`config.mk`:
```
export PLATFORM = sky130hd
export DESIGN_NAME = rvc_regulator_voltage_control_regs
export DESIGN_NICKNAME = d
export VERILOG_FILES = /design/src/logic/rvc_regulator_voltage_control_regs.v
export VERILOG_INCLUDE_DIRS = /design/src /design/src/logic
export SDC_FILE = /design/constraint.sdc
export NUM_CORES = 1
export LEC_CHECK = 0
export ABC_AREA = 1
export BUFFER_PORTS_ARGS = -buffer_cell sky130_fd_sc_hd__buf_2
export CAP_MARGIN = 20
export CORE_MARGIN = 1.5
export CORE_UTILIZATION = 48
export CTS_CLUSTER_DIAMETER = 40
export CTS_CLUSTER_SIZE = 10
export DETAILED_ROUTE_END_ITERATION = 10
export GPL_TIMING_DRIVEN = 0
export MAX_ROUTING_LAYER = met4
export PLACE_DENSITY = 0.76
export SLEW_MARGIN = 20
export SYNTH_ARGS = -nofsm -noshare
export SYNTH_HDL_FRONTEND = slang
export SYNTH_SLANG_ARGS = --single-unit
```
`constraint.sdc`:
```
create_clock -name CLOCK -period 3.6 [get_ports CLOCK]
set_clock_uncertainty 0.15 [all_clocks]
set_input_delay 0.72 -clock CLOCK [delete_from_list [all_inputs] [get_ports CLOCK]]
set_output_delay 0.72 -clock CLOCK [all_outputs]
set_load 0.1 [all_outputs]
```
`src/logic/rvc_regs.vh`:
```
`ifndef RVC_REGS_VH
`define RVC_REGS_VH

// ==========================================================================
// Register offsets
`define RVC_OFS_BUCK6_SLEEP   8'h99
`define RVC_OFS_LDO2_CODES    8'h9a
`define RVC_OFS_LDO3_CODES    8'h9b
`define RVC_OFS_BUCK123_CTRL  8'h9c

// ==========================================================================
// Field positions
`define RVC_B6_CODE_HI        7
`define RVC_B6_CODE_LO        1
`define RVC_LDO_SLP_HI        7
`define RVC_LDO_SLP_LO        4
`define RVC_LDO_NRM_HI        3
`define RVC_LDO_NRM_LO        0
`define RVC_CTRL_MODE_HI      5
`define RVC_CTRL_MODE_LO      3
`define RVC_CTRL_EN_HI        2
`define RVC_CTRL_EN_LO        0

// ==========================================================================
// Writable masks; bit 0 of the sleep register and bits 7:6 of control
`define RVC_MASK_BUCK6_SLEEP  8'hfe
`define RVC_MASK_CTRL         8'h3f

// ==========================================================================
// Reset images per factory variant (variant 0 to 3)
`define RVC_RST_B6_V0         8'hbe
`define RVC_RST_B6_V1         8'h8c
`define RVC_RST_B6_V2         8'h70
`define RVC_RST_B6_V3         8'h4c
`define RVC_RST_L2_V0         8'hff
`define RVC_RST_L2_V1         8'haa
`define RVC_RST_L2_V2         8'haa
`define RVC_RST_L2_V3         8'h00
`define RVC_RST_L3_V0         8'haa
`define RVC_RST_L3_V1         8'haa
`define RVC_RST_L3_V2         8'haa
`define RVC_RST_L3_V3         8'h00
`define RVC_RST_CT_V0         8'h27
`define RVC_RST_CT_V1         8'h27
`define RVC_RST_CT_V2         8'h3f
`define RVC_RST_CT_V3         8'h27

`endif

```
`src/logic/rvc_regulator_voltage_control_regs.v`:
```
`timescale 1ns/1ps
`default_nettype none
`include "rvc_regs.vh"

// What this block does
// - The sixth buck's sleep target comes from bits 7:1 of its sleep register.
// - LDO two's sleep code comes from bits 7:4 of its voltage register.
// - LDO two's normal code comes from bits 3:0 of that read-write register.
// - LDO three's sleep code comes from bits 7:4 of its voltage register.
// - LDO three's normal code is bits 3:0, chosen against sleep by state.
// - Control at 9Ch holds modes in bits 5:3, enables in 2:0, 7:6 reserved.
// - Every register resets to an image set by the factory variant.
// - A mode bit of 0 means automatic, 1 means forced PWM.
// - An enable bit of 0 forces its converter off whatever the pins say.
module rvc_regulator_voltage_control_regs #(
    parameter [1:0] VARIANT = 2'h0
) (
    input  wire       CLOCK,
    input  wire       RESETN,
    input  wire       WR_EN,
    input  wire [7:0] ADDR,
    input  wire [7:0] WR_DATA,
    output reg  [7:0] RD_DATA,
    output wire       ADDR_HIT,
    input  wire       SLEEP_ACTIVE,
    input  wire [2:0] PIN_REQUEST,
    output reg  [6:0] SIXTH_CONVERTER_VOLTAGE_CODE,
    output reg  [3:0] LDO_TWO_VOLTAGE_CODE,
    output reg  [3:0] LDO_THREE_VOLTAGE_CODE,
    output reg  [2:0] CONVERTER_PWM_FORCE,
    output reg  [2:0] CONVERTER_RUN
);

    // ======================================================================
    // Registers
    reg  [7:0] buck6_sleep_voltage_q;
    reg  [7:0] ldo2_voltage_codes_q;
    reg  [7:0] ldo3_voltage_codes_q;
    reg  [7:0] buck_one_to_three_control_q;
    reg  [7:0] buck6_sleep_voltage_d;
    reg  [7:0] ldo2_voltage_codes_d;
    reg  [7:0] ldo3_voltage_codes_d;
    reg  [7:0] buck_one_to_three_control_d;
    reg  [2:0] pin_s1_q;
    reg  [2:0] pin_s2_q;
    reg  [2:0] pin_s3_q;
    reg  [2:0] pin_req_q;
    reg        slp_s1_q;
    reg        slp_s2_q;
    reg        slp_s3_q;
    reg        sleep_q;
    wire [6:0] sixth_converter_sleep_voltage_code;
    wire [3:0] ldo_two_sleep_voltage_code;
    wire [3:0] ldo_two_normal_voltage_code;
    wire [3:0] ldo_three_sleep_voltage_code;
    wire [3:0] ldo_three_normal_voltage_code;
    wire [2:0] converter_pwm_force;
    wire [2:0] converter_enable;

    // Pick a reset image by variant
    function [7:0] rst_pick;
        input [1:0] v;
        input [7:0] a0;
        input [7:0] a1;
        input [7:0] a2;
        input [7:0] a3;
        begin
            case (v)
                2'h0: rst_pick = a0;
                2'h1: rst_pick = a1;
                2'h2: rst_pick = a2;
                default: rst_pick = a3;
            endcase
        end
    endfunction

    // Pick the sleep or normal half of an LDO code register
    function [3:0] ldo_code_pick;
        input       in_sleep;
        input [3:0] sleep_code;
        input [3:0] normal_code;
        begin
            if (in_sleep) begin
                ldo_code_pick = sleep_code;
            end else begin
                ldo_code_pick = normal_code;
            end
        end
    endfunction

    // Field views
    assign sixth_converter_sleep_voltage_code =
        buck6_sleep_voltage_q[`RVC_B6_CODE_HI:`RVC_B6_CODE_LO];
    assign ldo_two_sleep_voltage_code =
        ldo2_voltage_codes_q[`RVC_LDO_SLP_HI:`RVC_LDO_SLP_LO];
    assign ldo_two_normal_voltage_code =
        ldo2_voltage_codes_q[`RVC_LDO_NRM_HI:`RVC_LDO_NRM_LO];
    assign ldo_three_sleep_voltage_code =
        ldo3_voltage_codes_q[`RVC_LDO_SLP_HI:`RVC_LDO_SLP_LO];
    assign ldo_three_normal_voltage_code =
        ldo3_voltage_codes_q[`RVC_LDO_NRM_HI:`RVC_LDO_NRM_LO];
    assign converter_pwm_force =
        buck_one_to_three_control_q[`RVC_CTRL_MODE_HI:`RVC_CTRL_MODE_LO];
    assign converter_enable =
        buck_one_to_three_control_q[`RVC_CTRL_EN_HI:`RVC_CTRL_EN_LO];

    // ======================================================================
    // Register writes, variant reset images
    always @(posedge CLOCK) begin
        if (!RESETN) begin
            buck6_sleep_voltage_q <= rst_pick(VARIANT, `RVC_RST_B6_V0,
                `RVC_RST_B6_V1, `RVC_RST_B6_V2, `RVC_RST_B6_V3);
            ldo2_voltage_codes_q <= rst_pick(VARIANT, `RVC_RST_L2_V0,
                `RVC_RST_L2_V1, `RVC_RST_L2_V2, `RVC_RST_L2_V3);
            ldo3_voltage_codes_q <= rst_pick(VARIANT, `RVC_RST_L3_V0,
                `RVC_RST_L3_V1, `RVC_RST_L3_V2, `RVC_RST_L3_V3);
            buck_one_to_three_control_q <= rst_pick(VARIANT,
                `RVC_RST_CT_V0, `RVC_RST_CT_V1, `RVC_RST_CT_V2,
                `RVC_RST_CT_V3);
        end else begin
            buck6_sleep_voltage_q       <= buck6_sleep_voltage_d;
            ldo2_voltage_codes_q        <= ldo2_voltage_codes_d;
            ldo3_voltage_codes_q        <= ldo3_voltage_codes_d;
            buck_one_to_three_control_q <= buck_one_to_three_control_d;
        end
    end

    // Next values: hold, unless a write strobe selects the register
    always @* begin
        buck6_sleep_voltage_d       = buck6_sleep_voltage_q;
        ldo2_voltage_codes_d        = ldo2_voltage_codes_q;
        ldo3_voltage_codes_d        = ldo3_voltage_codes_q;
        buck_one_to_three_control_d = buck_one_to_three_control_q;
        if (WR_EN) begin
            case (ADDR)
                `RVC_OFS_BUCK6_SLEEP: begin
                    // Bit 0 is reserved and stays zero
                    buck6_sleep_voltage_d =
                        WR_DATA & `RVC_MASK_BUCK6_SLEEP;
                end
                `RVC_OFS_LDO2_CODES: begin
                    ldo2_voltage_codes_d = WR_DATA;
                end
                `RVC_OFS_LDO3_CODES: begin
                    ldo3_voltage_codes_d = WR_DATA;
                end
                `RVC_OFS_BUCK123_CTRL: begin
                    // Bits 7:6 are reserved and stay zero
                    buck_one_to_three_control_d =
                        WR_DATA & `RVC_MASK_CTRL;
                end
                default: begin
                    // Unmapped offsets change nothing
                end
            endcase
        end
    end

    // ======================================================================
    // Read mux; unmapped offsets read zero
    assign ADDR_HIT = (ADDR == `RVC_OFS_BUCK6_SLEEP) ||
                      (ADDR == `RVC_OFS_LDO2_CODES) ||
                      (ADDR == `RVC_OFS_LDO3_CODES) ||
                      (ADDR == `RVC_OFS_BUCK123_CTRL);

    always @* begin
        case (ADDR)
            `RVC_OFS_BUCK6_SLEEP:  RD_DATA = buck6_sleep_voltage_q;
            `RVC_OFS_LDO2_CODES:   RD_DATA = ldo2_voltage_codes_q;
            `RVC_OFS_LDO3_CODES:   RD_DATA = ldo3_voltage_codes_q;
            `RVC_OFS_BUCK123_CTRL: RD_DATA = buck_one_to_three_control_q;
            default:               RD_DATA = 8'h00;
        endcase
    end

    // ======================================================================
    // Pin synchronisers: a change counts once stages two and three agree
    always @(posedge CLOCK) begin
        if (!RESETN) begin
            pin_s1_q  <= 3'h0;
            pin_s2_q  <= 3'h0;
            pin_s3_q  <= 3'h0;
            pin_req_q <= 3'h0;
            slp_s1_q  <= 1'b0;
            slp_s2_q  <= 1'b0;
            slp_s3_q  <= 1'b0;
            sleep_q   <= 1'b0;
        end else begin
            pin_s1_q <= PIN_REQUEST;
            pin_s2_q <= pin_s1_q;
            pin_s3_q <= pin_s2_q;
            pin_req_q <= (pin_s2_q & pin_s3_q) |
                         (pin_req_q & (pin_s2_q | pin_s3_q));
            slp_s1_q <= SLEEP_ACTIVE;
            slp_s2_q <= slp_s1_q;
            slp_s3_q <= slp_s2_q;
            if (slp_s2_q == slp_s3_q) begin
                sleep_q <= slp_s3_q;
            end
        end
    end

    // ======================================================================
    // Regulator outputs, registered
    always @(posedge CLOCK) begin
        if (!RESETN) begin
            SIXTH_CONVERTER_VOLTAGE_CODE <= 7'h00;
            LDO_TWO_VOLTAGE_CODE         <= 4'h0;
            LDO_THREE_VOLTAGE_CODE       <= 4'h0;
            CONVERTER_PWM_FORCE          <= 3'h0;
            CONVERTER_RUN                <= 3'h0;
        end else begin
            SIXTH_CONVERTER_VOLTAGE_CODE <=
                sixth_converter_sleep_voltage_code;
            LDO_TWO_VOLTAGE_CODE <= ldo_code_pick(sleep_q,
                ldo_two_sleep_voltage_code,
                ldo_two_normal_voltage_code);
            LDO_THREE_VOLTAGE_CODE <= ldo_code_pick(sleep_q,
                ldo_three_sleep_voltage_code,
                ldo_three_normal_voltage_code);
            CONVERTER_PWM_FORCE <= converter_pwm_force;
            CONVERTER_RUN <= pin_req_q & converter_enable;
        end
    end

endmodule // rvc_regulator_voltage_control_regs
`default_nettype wire

```
==> impl_metrics.yaml, run 1 <==
worst_setup_path:
  cp.required_ns: 2.73
  cp_cell_sequence: "buf_2 -> inv_1 -> nand2_2 -> nor2_2 -> buf_2 -> nand3_1 -> nand4_1 -> buf_2"
  worstRegToRegCells: 3
  crit_path_frequent_cell: "buf_2"
  worstSetupPathType: "input port to output pin"
  slowest_delay_ns: 0.44
  cp.arrival_ns: 2.20
  cp_max_fo: 10
  critPathSlowestCell: "buf_2"
  critPathLaunchType: "input port"
  cp-end-kind: "output pin"
sta:
  slew_headroom_pct: 64.22
  tightest_slew_ns: 0.5326
  period_needed_ns: 3.066
  hold_viol_final: 0
  setup_viol: 0
  rsz0062_at_grt: "no"
  setup_tns_ns: 0
  layout_setup_ws_ns: 0.5343
  post-route-period-util_pct: 85.16
  drv_slew: 0
  fmax_mhz: 326.2
global_route:
  antenna_found_initial: 0
  grt_pass1_vias: 2290
  grt_overflow: 0
  top_usage_layer: "met2"
  use_met1_pct: 29.07
  grt_pass1_wl_um: 10690
  met2_usage_pct: 38.23
  grt_usage_pct: 23.98
  grt_max_degree: 12
  grtUsageMet3_pct: 6.429
clock_tree:
  clk_latency_ns: 0.34
  cts_setup_buffers: 0
  path_clk_slew_ns: 0.07
  ctsHoldBuffers: 0
  htree_levels: 3
  cts_root_buffer: "clkbuf_8"
  cts.repair.resized: 0
  cts-buffers-inserted: 9
  cts_buffer_depth: 2
  clock-sinks: 66
  cts_tree: "built"
pwr:
  ir_drop_uv: 340.5
  powerDensity_mw_per_mm2: 475.7
  p_leak_uw: 0.001689
detailed_routing:
  routedWlPerCell_um: 13.25
  dr.pass1.iters: 5
  route.detailed.drc: 0
  drt_wl_total_um: 6439
  drt_iter0_markers: 224
  vias: 2431
  drtAntennaViolNets: 0
  drt-vias-per-instance: 5.002
logic_synthesis:
  avgSynthCellArea_um2: 7.539
  synth_area_mm2: 0.002631
  synthDistinctLibCells: 21
  synth_top_area_share_pct: 50.21
  ys_ff_latch: 66
  ys_seq_area_share_pct: 50.21
  syn_inst: 349
  yosys.area.top_type: "dfxtp_1"
  yosysWarnings: 0
  synth_area_leaders: "dfxtp_1, nand2_1, nand3_1, inv_1, nand4_1"
  syn_nets: 372
floorplanning:
  top_level_ports: 53
  dieWidth_um: 77.04
  core_area_mm2: 0.005205
  die_h_um: 77.04
  start_util_pct: 50.55
  rows: 26
  dieArea_mm2: 0.005935
placement:
  portBuffers: 51
  gp_congestion: 0.9812
  hpwl_um: 4734
  pre_cts_ws_ns: 0.5527
layout:
  area_delta_synth_final_pct: 20.45
  multiInputGateArea_mm2: 0.001044
  regArea_mm2: 0.001321
  drive_gt1_share_pct: 21.39
  diodes: 0
  layout_common_cells: "nand2_1, dfxtp_1, buf_2"
  num-fill-cells: 493
  nets: 434
  layout_commonest_cell: "nand2_1"
hold_path:
  hp-class: "register to register"
  hold_path_depth: 2
run:
  max-cap-violations: 0
outcome:
  status: "finished clean"
-- critical path: cells and delay by family --
family | cells | cell delay [ns]
buffers and inverters | 4 | 0.84
and+or+nand+nor | 4 | 0.63
-- report_power, final --
part | total, uW | internal, uW | switching (uW) | leakage, uW
logic | 152 | 29.8 | 122 | 0.00105
registers | 749 | 744 | 4.38 | 0.000540
clock network | 607 | 336 | 270 | 0.000103
total | 1510 | 1110 | 397 | 0.00169
-- sequential cells by signal, indices dropped and copies added, names as in the netlist, 3 cells and up --
| register | flops |
|---|---|
| LDO_THREE_VOLTAGE_CODE | 4 |
| ldo2_voltage_codes_q | 8 |
| buck6_sleep_voltage_q | 7 |
| ldo3_voltage_codes_q | 8 |
| SIXTH_CONVERTER_VOLTAGE_CODE | 7 |
| CONVERTER_PWM_FORCE | 3 |
| LDO_TWO_VOLTAGE_CODE | 4 |
| pin_req_q | 3 |
| pin_s3_q | 3 |
| CONVERTER_RUN | 3 |
| pin_s1_q | 3 |
| buck_one_to_three_control_q | 6 |
| pin_s2_q | 3 |
-- stage by stage --
stage | utilization, % | hold slack, ns | total power (uW) | instance area [um2] | std cells
5_1_grt | 60.89 | 0.2923 | 1565 | 3169 | 486
2_1_floorplan | - | 0.2405 | 876.6 | 2631 | 349
3_3_place_gp | 57.14 | 0.2422 | 915.6 | 2974 | 470
4_1_cts | 60.89 | 0.2696 | 1520 | 3169 | 486
3_5_place_dp | 57.14 | 0.2518 | 917.4 | 2974 | 470
6_report | 60.89 | 0.2668 | 1508 | 3169 | 486
-- final cells by class --
class	count	area share [%]
Tap cell	70	2.764
Sequential cell	66	41.69
Clock buffer	11	4.461
Buffer	17	3.079
Clock inverter	5	1.698
Multi-Input combinational cell	221	32.93
Timing Repair Buffer	51	8.054
Inverter	45	5.330
-- metal layers --
metal / up-vias / wire length (um)
li1: 1234 / -
met1: 1089 / 2794
met2: 93 / 3053
met3: 15 / 489
met4: 0 / 102
met5: - / 0
-- cells by family after synthesis --
logic type | synth area share (%)
compound gates | 3.424
flops | 50.21
simple gates | 36.23
buf+inv | 10.13
-- path summary, 6_finish.rpt --
| kind | start | end | slack, ns |
|---|---|---|---|
| worst max-delay path | ADDR[2] | RD_DATA[4] | 0.53 |
| worst min-delay path | pin_s1_q[2]$_SDFF_PN0_ | pin_s2_q[2]$_SDFF_PN0_ | 0.27 |
| worst max register to register | sleep_q$_SDFFE_PN0N_ | LDO_TWO_VOLTAGE_CODE[2]$_SDFF_PN0_ | 2.41 |
| worst min register to register | pin_s1_q[2]$_SDFF_PN0_ | pin_s2_q[2]$_SDFF_PN0_ | 0.27 |
-- cell usage after synthesis --
library cell,count
nand4_1,24
nand2_1,88
a21oi_1,6
nand3_2,1
inv_1,44
nand3_4,1
dfxtp_1,66
nor2_4,1
nor2_2,2
clkbuf_1,5
nor2_8,2
buf_6,2
nand3_1,43
buf_4,3
inv_2,1
buf_2,6
nor2_1,35
o21ai_0,12
buf_1,1
nand2_2,4
nor3_1,2
Note: power is estimated with default switching activity, not from simulation.
==> run 2: changes to the inputs <==
--- a/config.mk
+++ b/config.mk
@@ -16,7 +16,7 @@
 export DETAILED_ROUTE_END_ITERATION = 10
 export GPL_TIMING_DRIVEN = 0
 export MAX_ROUTING_LAYER = met4
-export PLACE_DENSITY = 0.76
+export PLACE_DENSITY = 0.78
 export SLEW_MARGIN = 20
 export SYNTH_ARGS = -nofsm -noshare
 export SYNTH_HDL_FRONTEND = slang
==> impl_metrics.yaml, run 2 (synthesis results as in run 1) <==
layout:
  fin_area_mm2: 0.003166
  layout_commonest_cell: "nand2_1"
  drive_gt1_share_pct: 21.26
  nets: 434
  area_delta_synth_final_pct: 20.30
  layoutNonFillerInstCount: 484
  num-fill-cells: 484
  diodes: 0
  top_regs: "ldo2_voltage_codes_q: 8 flops, ldo3_voltage_codes_q: 8 flops"
  fin_util_pct: 60.82
  layout_common_cells: "nand2_1, dfxtp_1, buf_2"
  regArea_mm2: 0.001321
  multiInputGateArea_mm2: 0.001044
global_route:
  grt_overflow: 0
  grt_max_degree: 11
  grt_pass1_wl_um: 10390
  grt_usage_pct: 23.54
  grt_pass1_vias: 2286
  antenna_found_initial: 0
placement:
  gp_congestion: 0.9296
  portBuffers: 51
  hpwl_um: 4742
  placed_cells: 470
  placed_cell_area_mm2: 0.002974
worst_setup_path:
  cp.arrival_ns: 2.26
  cp_max_fo: 5
  cp.required_ns: 2.73
  crit_path_frequent_cell: "buf_2"
  path_buf_inv: 3
  cp_cell_sequence: "buf_2 -> inv_1 -> nand2_2 -> nor3_1 -> nand2_1 -> nand3_1 -> buf_2"
  worstRegToRegCells: 3
  rrSetupSlack_ns: 2.39
  critPathSlowestCell: "nor3_1"
  cp-startpoint: "ADDR[2]"
  r2r-end: "LDO_TWO_VOLTAGE_CODE[2]$_SDFF_PN0_"
  worstSetupPathType: "input port to output pin"
  critPathLaunchType: "input port"
  cp-end-kind: "output pin"
  reg2reg_from: "sleep_q$_SDFFE_PN0N_"
  critPathTopFamily: "simple AND/OR/NAND/NOR gates"
  slowest_delay_ns: 0.55
sta:
  period_needed_ns: 3.127
  post-route-period-util_pct: 86.87
  setup_tns_ns: 0
  rsz0062_at_grt: "no"
  tightest_slew_ns: 0.5954
  drv_slew: 0
  setup_viol: 0
  slew_headroom_pct: 60.00
  fmax_mhz: 319.8
  hold_viol_final: 0
floorplanning:
  die_h_um: 77.04
  dieArea_mm2: 0.005935
  top_level_ports: 53
  start_util_pct: 50.55
  rows: 26
  core_area_mm2: 0.005205
  dieWidth_um: 77.04
pwr:
  p_leak_uw: 0.001687
  ir_drop_uv: 460.6
  finalPower_uw: 1510
  powerDensity_mw_per_mm2: 477.0
detailed_routing:
  drtAntennaViolNets: 0
  dr.pass1.iters: 4
  route.detailed.drc: 0
  routedWlPerCell_um: 13.22
  drt-vias-per-instance: 4.983
  drt_iter0_markers: 169
  vias: 2412
  drt_wl_total_um: 6397
clock_tree:
  cts_buffer_depth: 2
  clock-sinks: 66
  path_clk_slew_ns: 0.06
  cts_root_buffer: "clkbuf_8"
  cts.repair.resized: 0
  cts_setup_buffers: 0
  htree_levels: 3
  cts-buffers-inserted: 9
  clk_latency_ns: 0.34
  ctsHoldBuffers: 0
  cts_tree: "built"
outcome:
  status: "finished clean"
hold_path:
  worstHoldEndpoint: "pin_s2_q[2]$_SDFF_PN0_"
  hold_start: "pin_s1_q[2]$_SDFF_PN0_"
  hold_path_depth: 2
  hp-class: "register to register"
run:
  max-cap-violations: 0
## run 2: cell types whose count changed in the layout (fill, tap and decap cells not counted), sizes merged
cell / previous run / this run
clkinv: 4 / 2
## run 2: worst max-delay path by stage
stage | endpoint | slack, ns | cells past startpoint
4_1_cts | RD_DATA[7] | 0.51 | 7
3_5_place_dp | RD_DATA[7] | 0.52 | 7
5_1_grt | RD_DATA[7] | 0.39 | 7
2_1_floorplan | RD_DATA[4] | 0.58 | 7
6_report | RD_DATA[7] | 0.47 | 7
3_3_place_gp | RD_DATA[7] | 0.55 | 7
## run 2: final cells by class
| cell class | count | area share [%] |
|---|---|---|
| clock buffers | 11 | 4.783 |
| plain buffers | 17 | 3.083 |
| repair buffers | 51 | 8.063 |
| flip-flops and latches | 66 | 41.74 |
| well taps | 70 | 2.767 |
| multi-input cells | 221 | 32.96 |
| clock inverters | 3 | 1.265 |
| inverters | 45 | 5.336 |
## run 2: power by group
part,leakage [uW],switching [uW],internal [uW]
Combinational,0.00105,122,29.8
Sequential,0.000540,4.43,745
Clock,0.000101,262,347
## run 2: through the flow
stage	setup slack (ns)	hold WS, ns
after floorplan	0.5754	0.2405
after global placement	0.5470	0.2424
after detailed placement	0.5187	0.2540
after CTS	0.5142	0.2734
after global routing	0.3865	0.2843
final	0.4728	0.2675
## run 2: metal layers
layer	global-route usage [%]	wire length [um]	vias to the layer above	share of wire (%)
met2	38.50	3046	83	48
met4	12.00	132	0	2.1
met5	-	0	-	0
met3	4.881	481	13	7.5
met1	27.37	2737	1081	43
li1	-	-	1235	-
## run 2: worst min-delay path: cells and delay by family, from the launching register on
family        cells  cell delay, ns
flops             1            0.31
simple gates      1            0.04
buf+inv           1            0.04
==> run 3: changes to the inputs <==
==> constraint.sdc (replaced) <==
create_clock -name CLOCK -period 3.6 [get_ports CLOCK]
set_clock_uncertainty 0.15 [all_clocks]
set_input_delay 0 -clock CLOCK [delete_from_list [all_inputs] [get_ports CLOCK]]
set_output_delay 0 -clock CLOCK [all_outputs]
set_load 0.1 [all_outputs]
==> impl_metrics.yaml, run 3 (synthesis results as in run 1) <==
worst_setup_path:
  r2r-end: "ldo3_voltage_codes_q[2]$_SDFFE_PN0P_"
  rrSetupSlack_ns: 2.23
  reg2reg_from: "ldo3_voltage_codes_q[2]$_SDFFE_PN0P_"
  cp_max_fo: 4
  cp.arrival_ns: 1.96
  cp.required_ns: 3.45
  critPathLaunchType: "input port"
  critPathSlowestCell: "dlygate4sd3_1"
  worstSetupPathType: "input port to output pin"
  worstRegToRegCells: 5
  crit_path_frequent_cell: "buf_2"
  cp-end-kind: "output pin"
  cp-startpoint: "ADDR[0]"
  crit_path_end: "RD_DATA[7]"
  slowest_delay_ns: 0.52
  cp_cell_sequence: "dlygate4sd3_1 -> buf_2 -> nand2_2 -> nor3_1 -> nand2_1 -> nand3_1 -> buf_2"
clock_tree:
  clock-sinks: 66
  cts_tree: "built"
  cts-buffers-inserted: 9
  cts_root_buffer: "clkbuf_8"
  path_clk_slew_ns: 0.06
  htree_levels: 3
  cts_buffer_depth: 2
  clk_latency_ns: 0.35
pwr:
  clkPwrFrac_pct: 40.1
  pwr-share-seq_pct: 49.1
  switching_share_pct: 25.79
  powerDensity_mw_per_mm2: 457.2
  ir_drop_uv: 458.2
  p_comb_share_pct: 10.8
  power.switching_uw: 393.3
  p_leak_uw: 0.001761
  p_int_uw: 1132
detailed_routing:
  dr.pass1.iters: 5
  wl_met2_um: 3338
  wl_met1_um: 2822
  dr_wl_met3_um: 453
  route.detailed.drc: 0
  drt_wl_total_um: 6760
  highest_layer: "met4"
  drtAntennaViolNets: 0
  drt-vias-per-instance: 5.076
  drt_iter0_markers: 171
  vias: 2543
  routedWlPerCell_um: 13.49
global_route:
  grt_usage_pct: 24.63
  grt_pass1_vias: 2396
  grt_overflow: 0
  antenna_found_initial: 0
  grt_pass1_wl_um: 10880
  grt_max_degree: 11
floorplanning:
  dieArea_mm2: 0.005935
  dieWidth_um: 77.04
  top_level_ports: 53
  core_area_mm2: 0.005205
  rows: 26
  start_util_pct: 50.55
  die_h_um: 77.04
placement:
  portBuffers: 51
  placed_cells: 470
  gp_congestion: 0.9296
  hpwl_um: 4742
layout:
  area_delta_synth_final_pct: 26.77
  layout_common_cells: "nand2_1, dfxtp_1, buf_2"
  drive_gt1_share_pct: 20.42
  top_regs: "ldo2_voltage_codes_q: 8 flops, ldo3_voltage_codes_q: 8 flops"
  layout_commonest_cell: "nand2_1"
  nets: 451
  layoutNonFillerInstCount: 501
  diodes: 0
sta:
  setup_viol: 0
  setup_tns_ns: 0
  post-route-period-util_pct: 58.72
  drv_slew: 0
  tightest_slew_ns: 0.5768
  slew_headroom_pct: 61.25
  period_needed_ns: 2.114
  fmax_mhz: 473.1
  rsz0062_at_grt: "no"
  hold_viol_final: 0
hold_path:
  hp-class: "input port to register"
  hold_path_depth: 5
run:
  max-cap-violations: 0
outcome:
  status: "finished clean"
-- run 3: changes by cell type in the layout (fill, tap and decap cells not counted) --
cell	previous run	this run
dlygate4sd3_1	0	17
-- run 3: cell type report --
| class | count | area (um2) |
|---|---|---|
| buffer | 17 | 97.59 |
| timing repair buffer | 68 | 425.4 |
| inverter | 45 | 168.9 |
| multi-input combinational | 221 | 1044 |
| clock buffer | 11 | 151.4 |
| tap | 70 | 87.58 |
| clock inverter | 3 | 40.04 |
| fill | 463 | 1869 |
| sequential | 66 | 1321 |
-- run 3: how the worst min path moves through the flow --
stage	start	endpoint	slack [ns]
global placement	PIN_REQUEST[2]	pin_s1_q[2]$_SDFF_PN0_	0.03
detailed placement	PIN_REQUEST[1]	pin_s1_q[1]$_SDFF_PN0_	0.04
CTS	WR_EN	ldo3_voltage_codes_q[1]$_SDFFE_PN1P_	0.002
global route	WR_EN	ldo3_voltage_codes_q[5]$_SDFFE_PN1P_	0.04
floorplan	PIN_REQUEST[0]	pin_s1_q[0]$_SDFF_PN0_	-0.05
finish	WR_EN	ldo3_voltage_codes_q[3]$_SDFFE_PN1P_	0.008
-- run 3: critical path: cells and delay by family --
kind	cells	cell delay (ns)
and+or+nand+nor	4	0.88
buffers and inverters	3	1.09
-- run 3: metrics by stage --
stage          setup WS (ns)  power (uW)  hold slack, ns  area [um2]  util, %
2_1_floorplan          2.015       876.6        -0.05237        2631        -
3_3_place_gp           1.987       914.9         0.03053        2974    57.14
3_5_place_dp           1.959       916.9         0.04058        2974    57.14
4_1_cts                1.532        1524        0.001522        3336    64.09
5_1_grt                1.401        1568         0.04085        3336    64.09
6_report               1.486        1525        0.008098        3336    64.09
-- run 3: layer usage --
metal / GRT usage (%) / up-vias
li1: - / 1269
met1: 27.96 / 1165
met2: 41.59 / 96
met3: 4.762 / 13
met4: 12.00 / 0
met5: - / -
-- run 3: power by group through the flow --
stage	Sequential, uW	Clock, uW	Combinational, uW
finish	749	611	165
global route	750	643	175
CTS	749	612	163
detailed placement	766	0	151
global placement	765	0	150
floorplan	825	0	52.0
-- run 3: what timing repair did --
action	in CTS	in global routing
endpoints found under the hold margin	39	0
hold buffers	17	0
resized for setup	0	0
buffers inserted	0	0
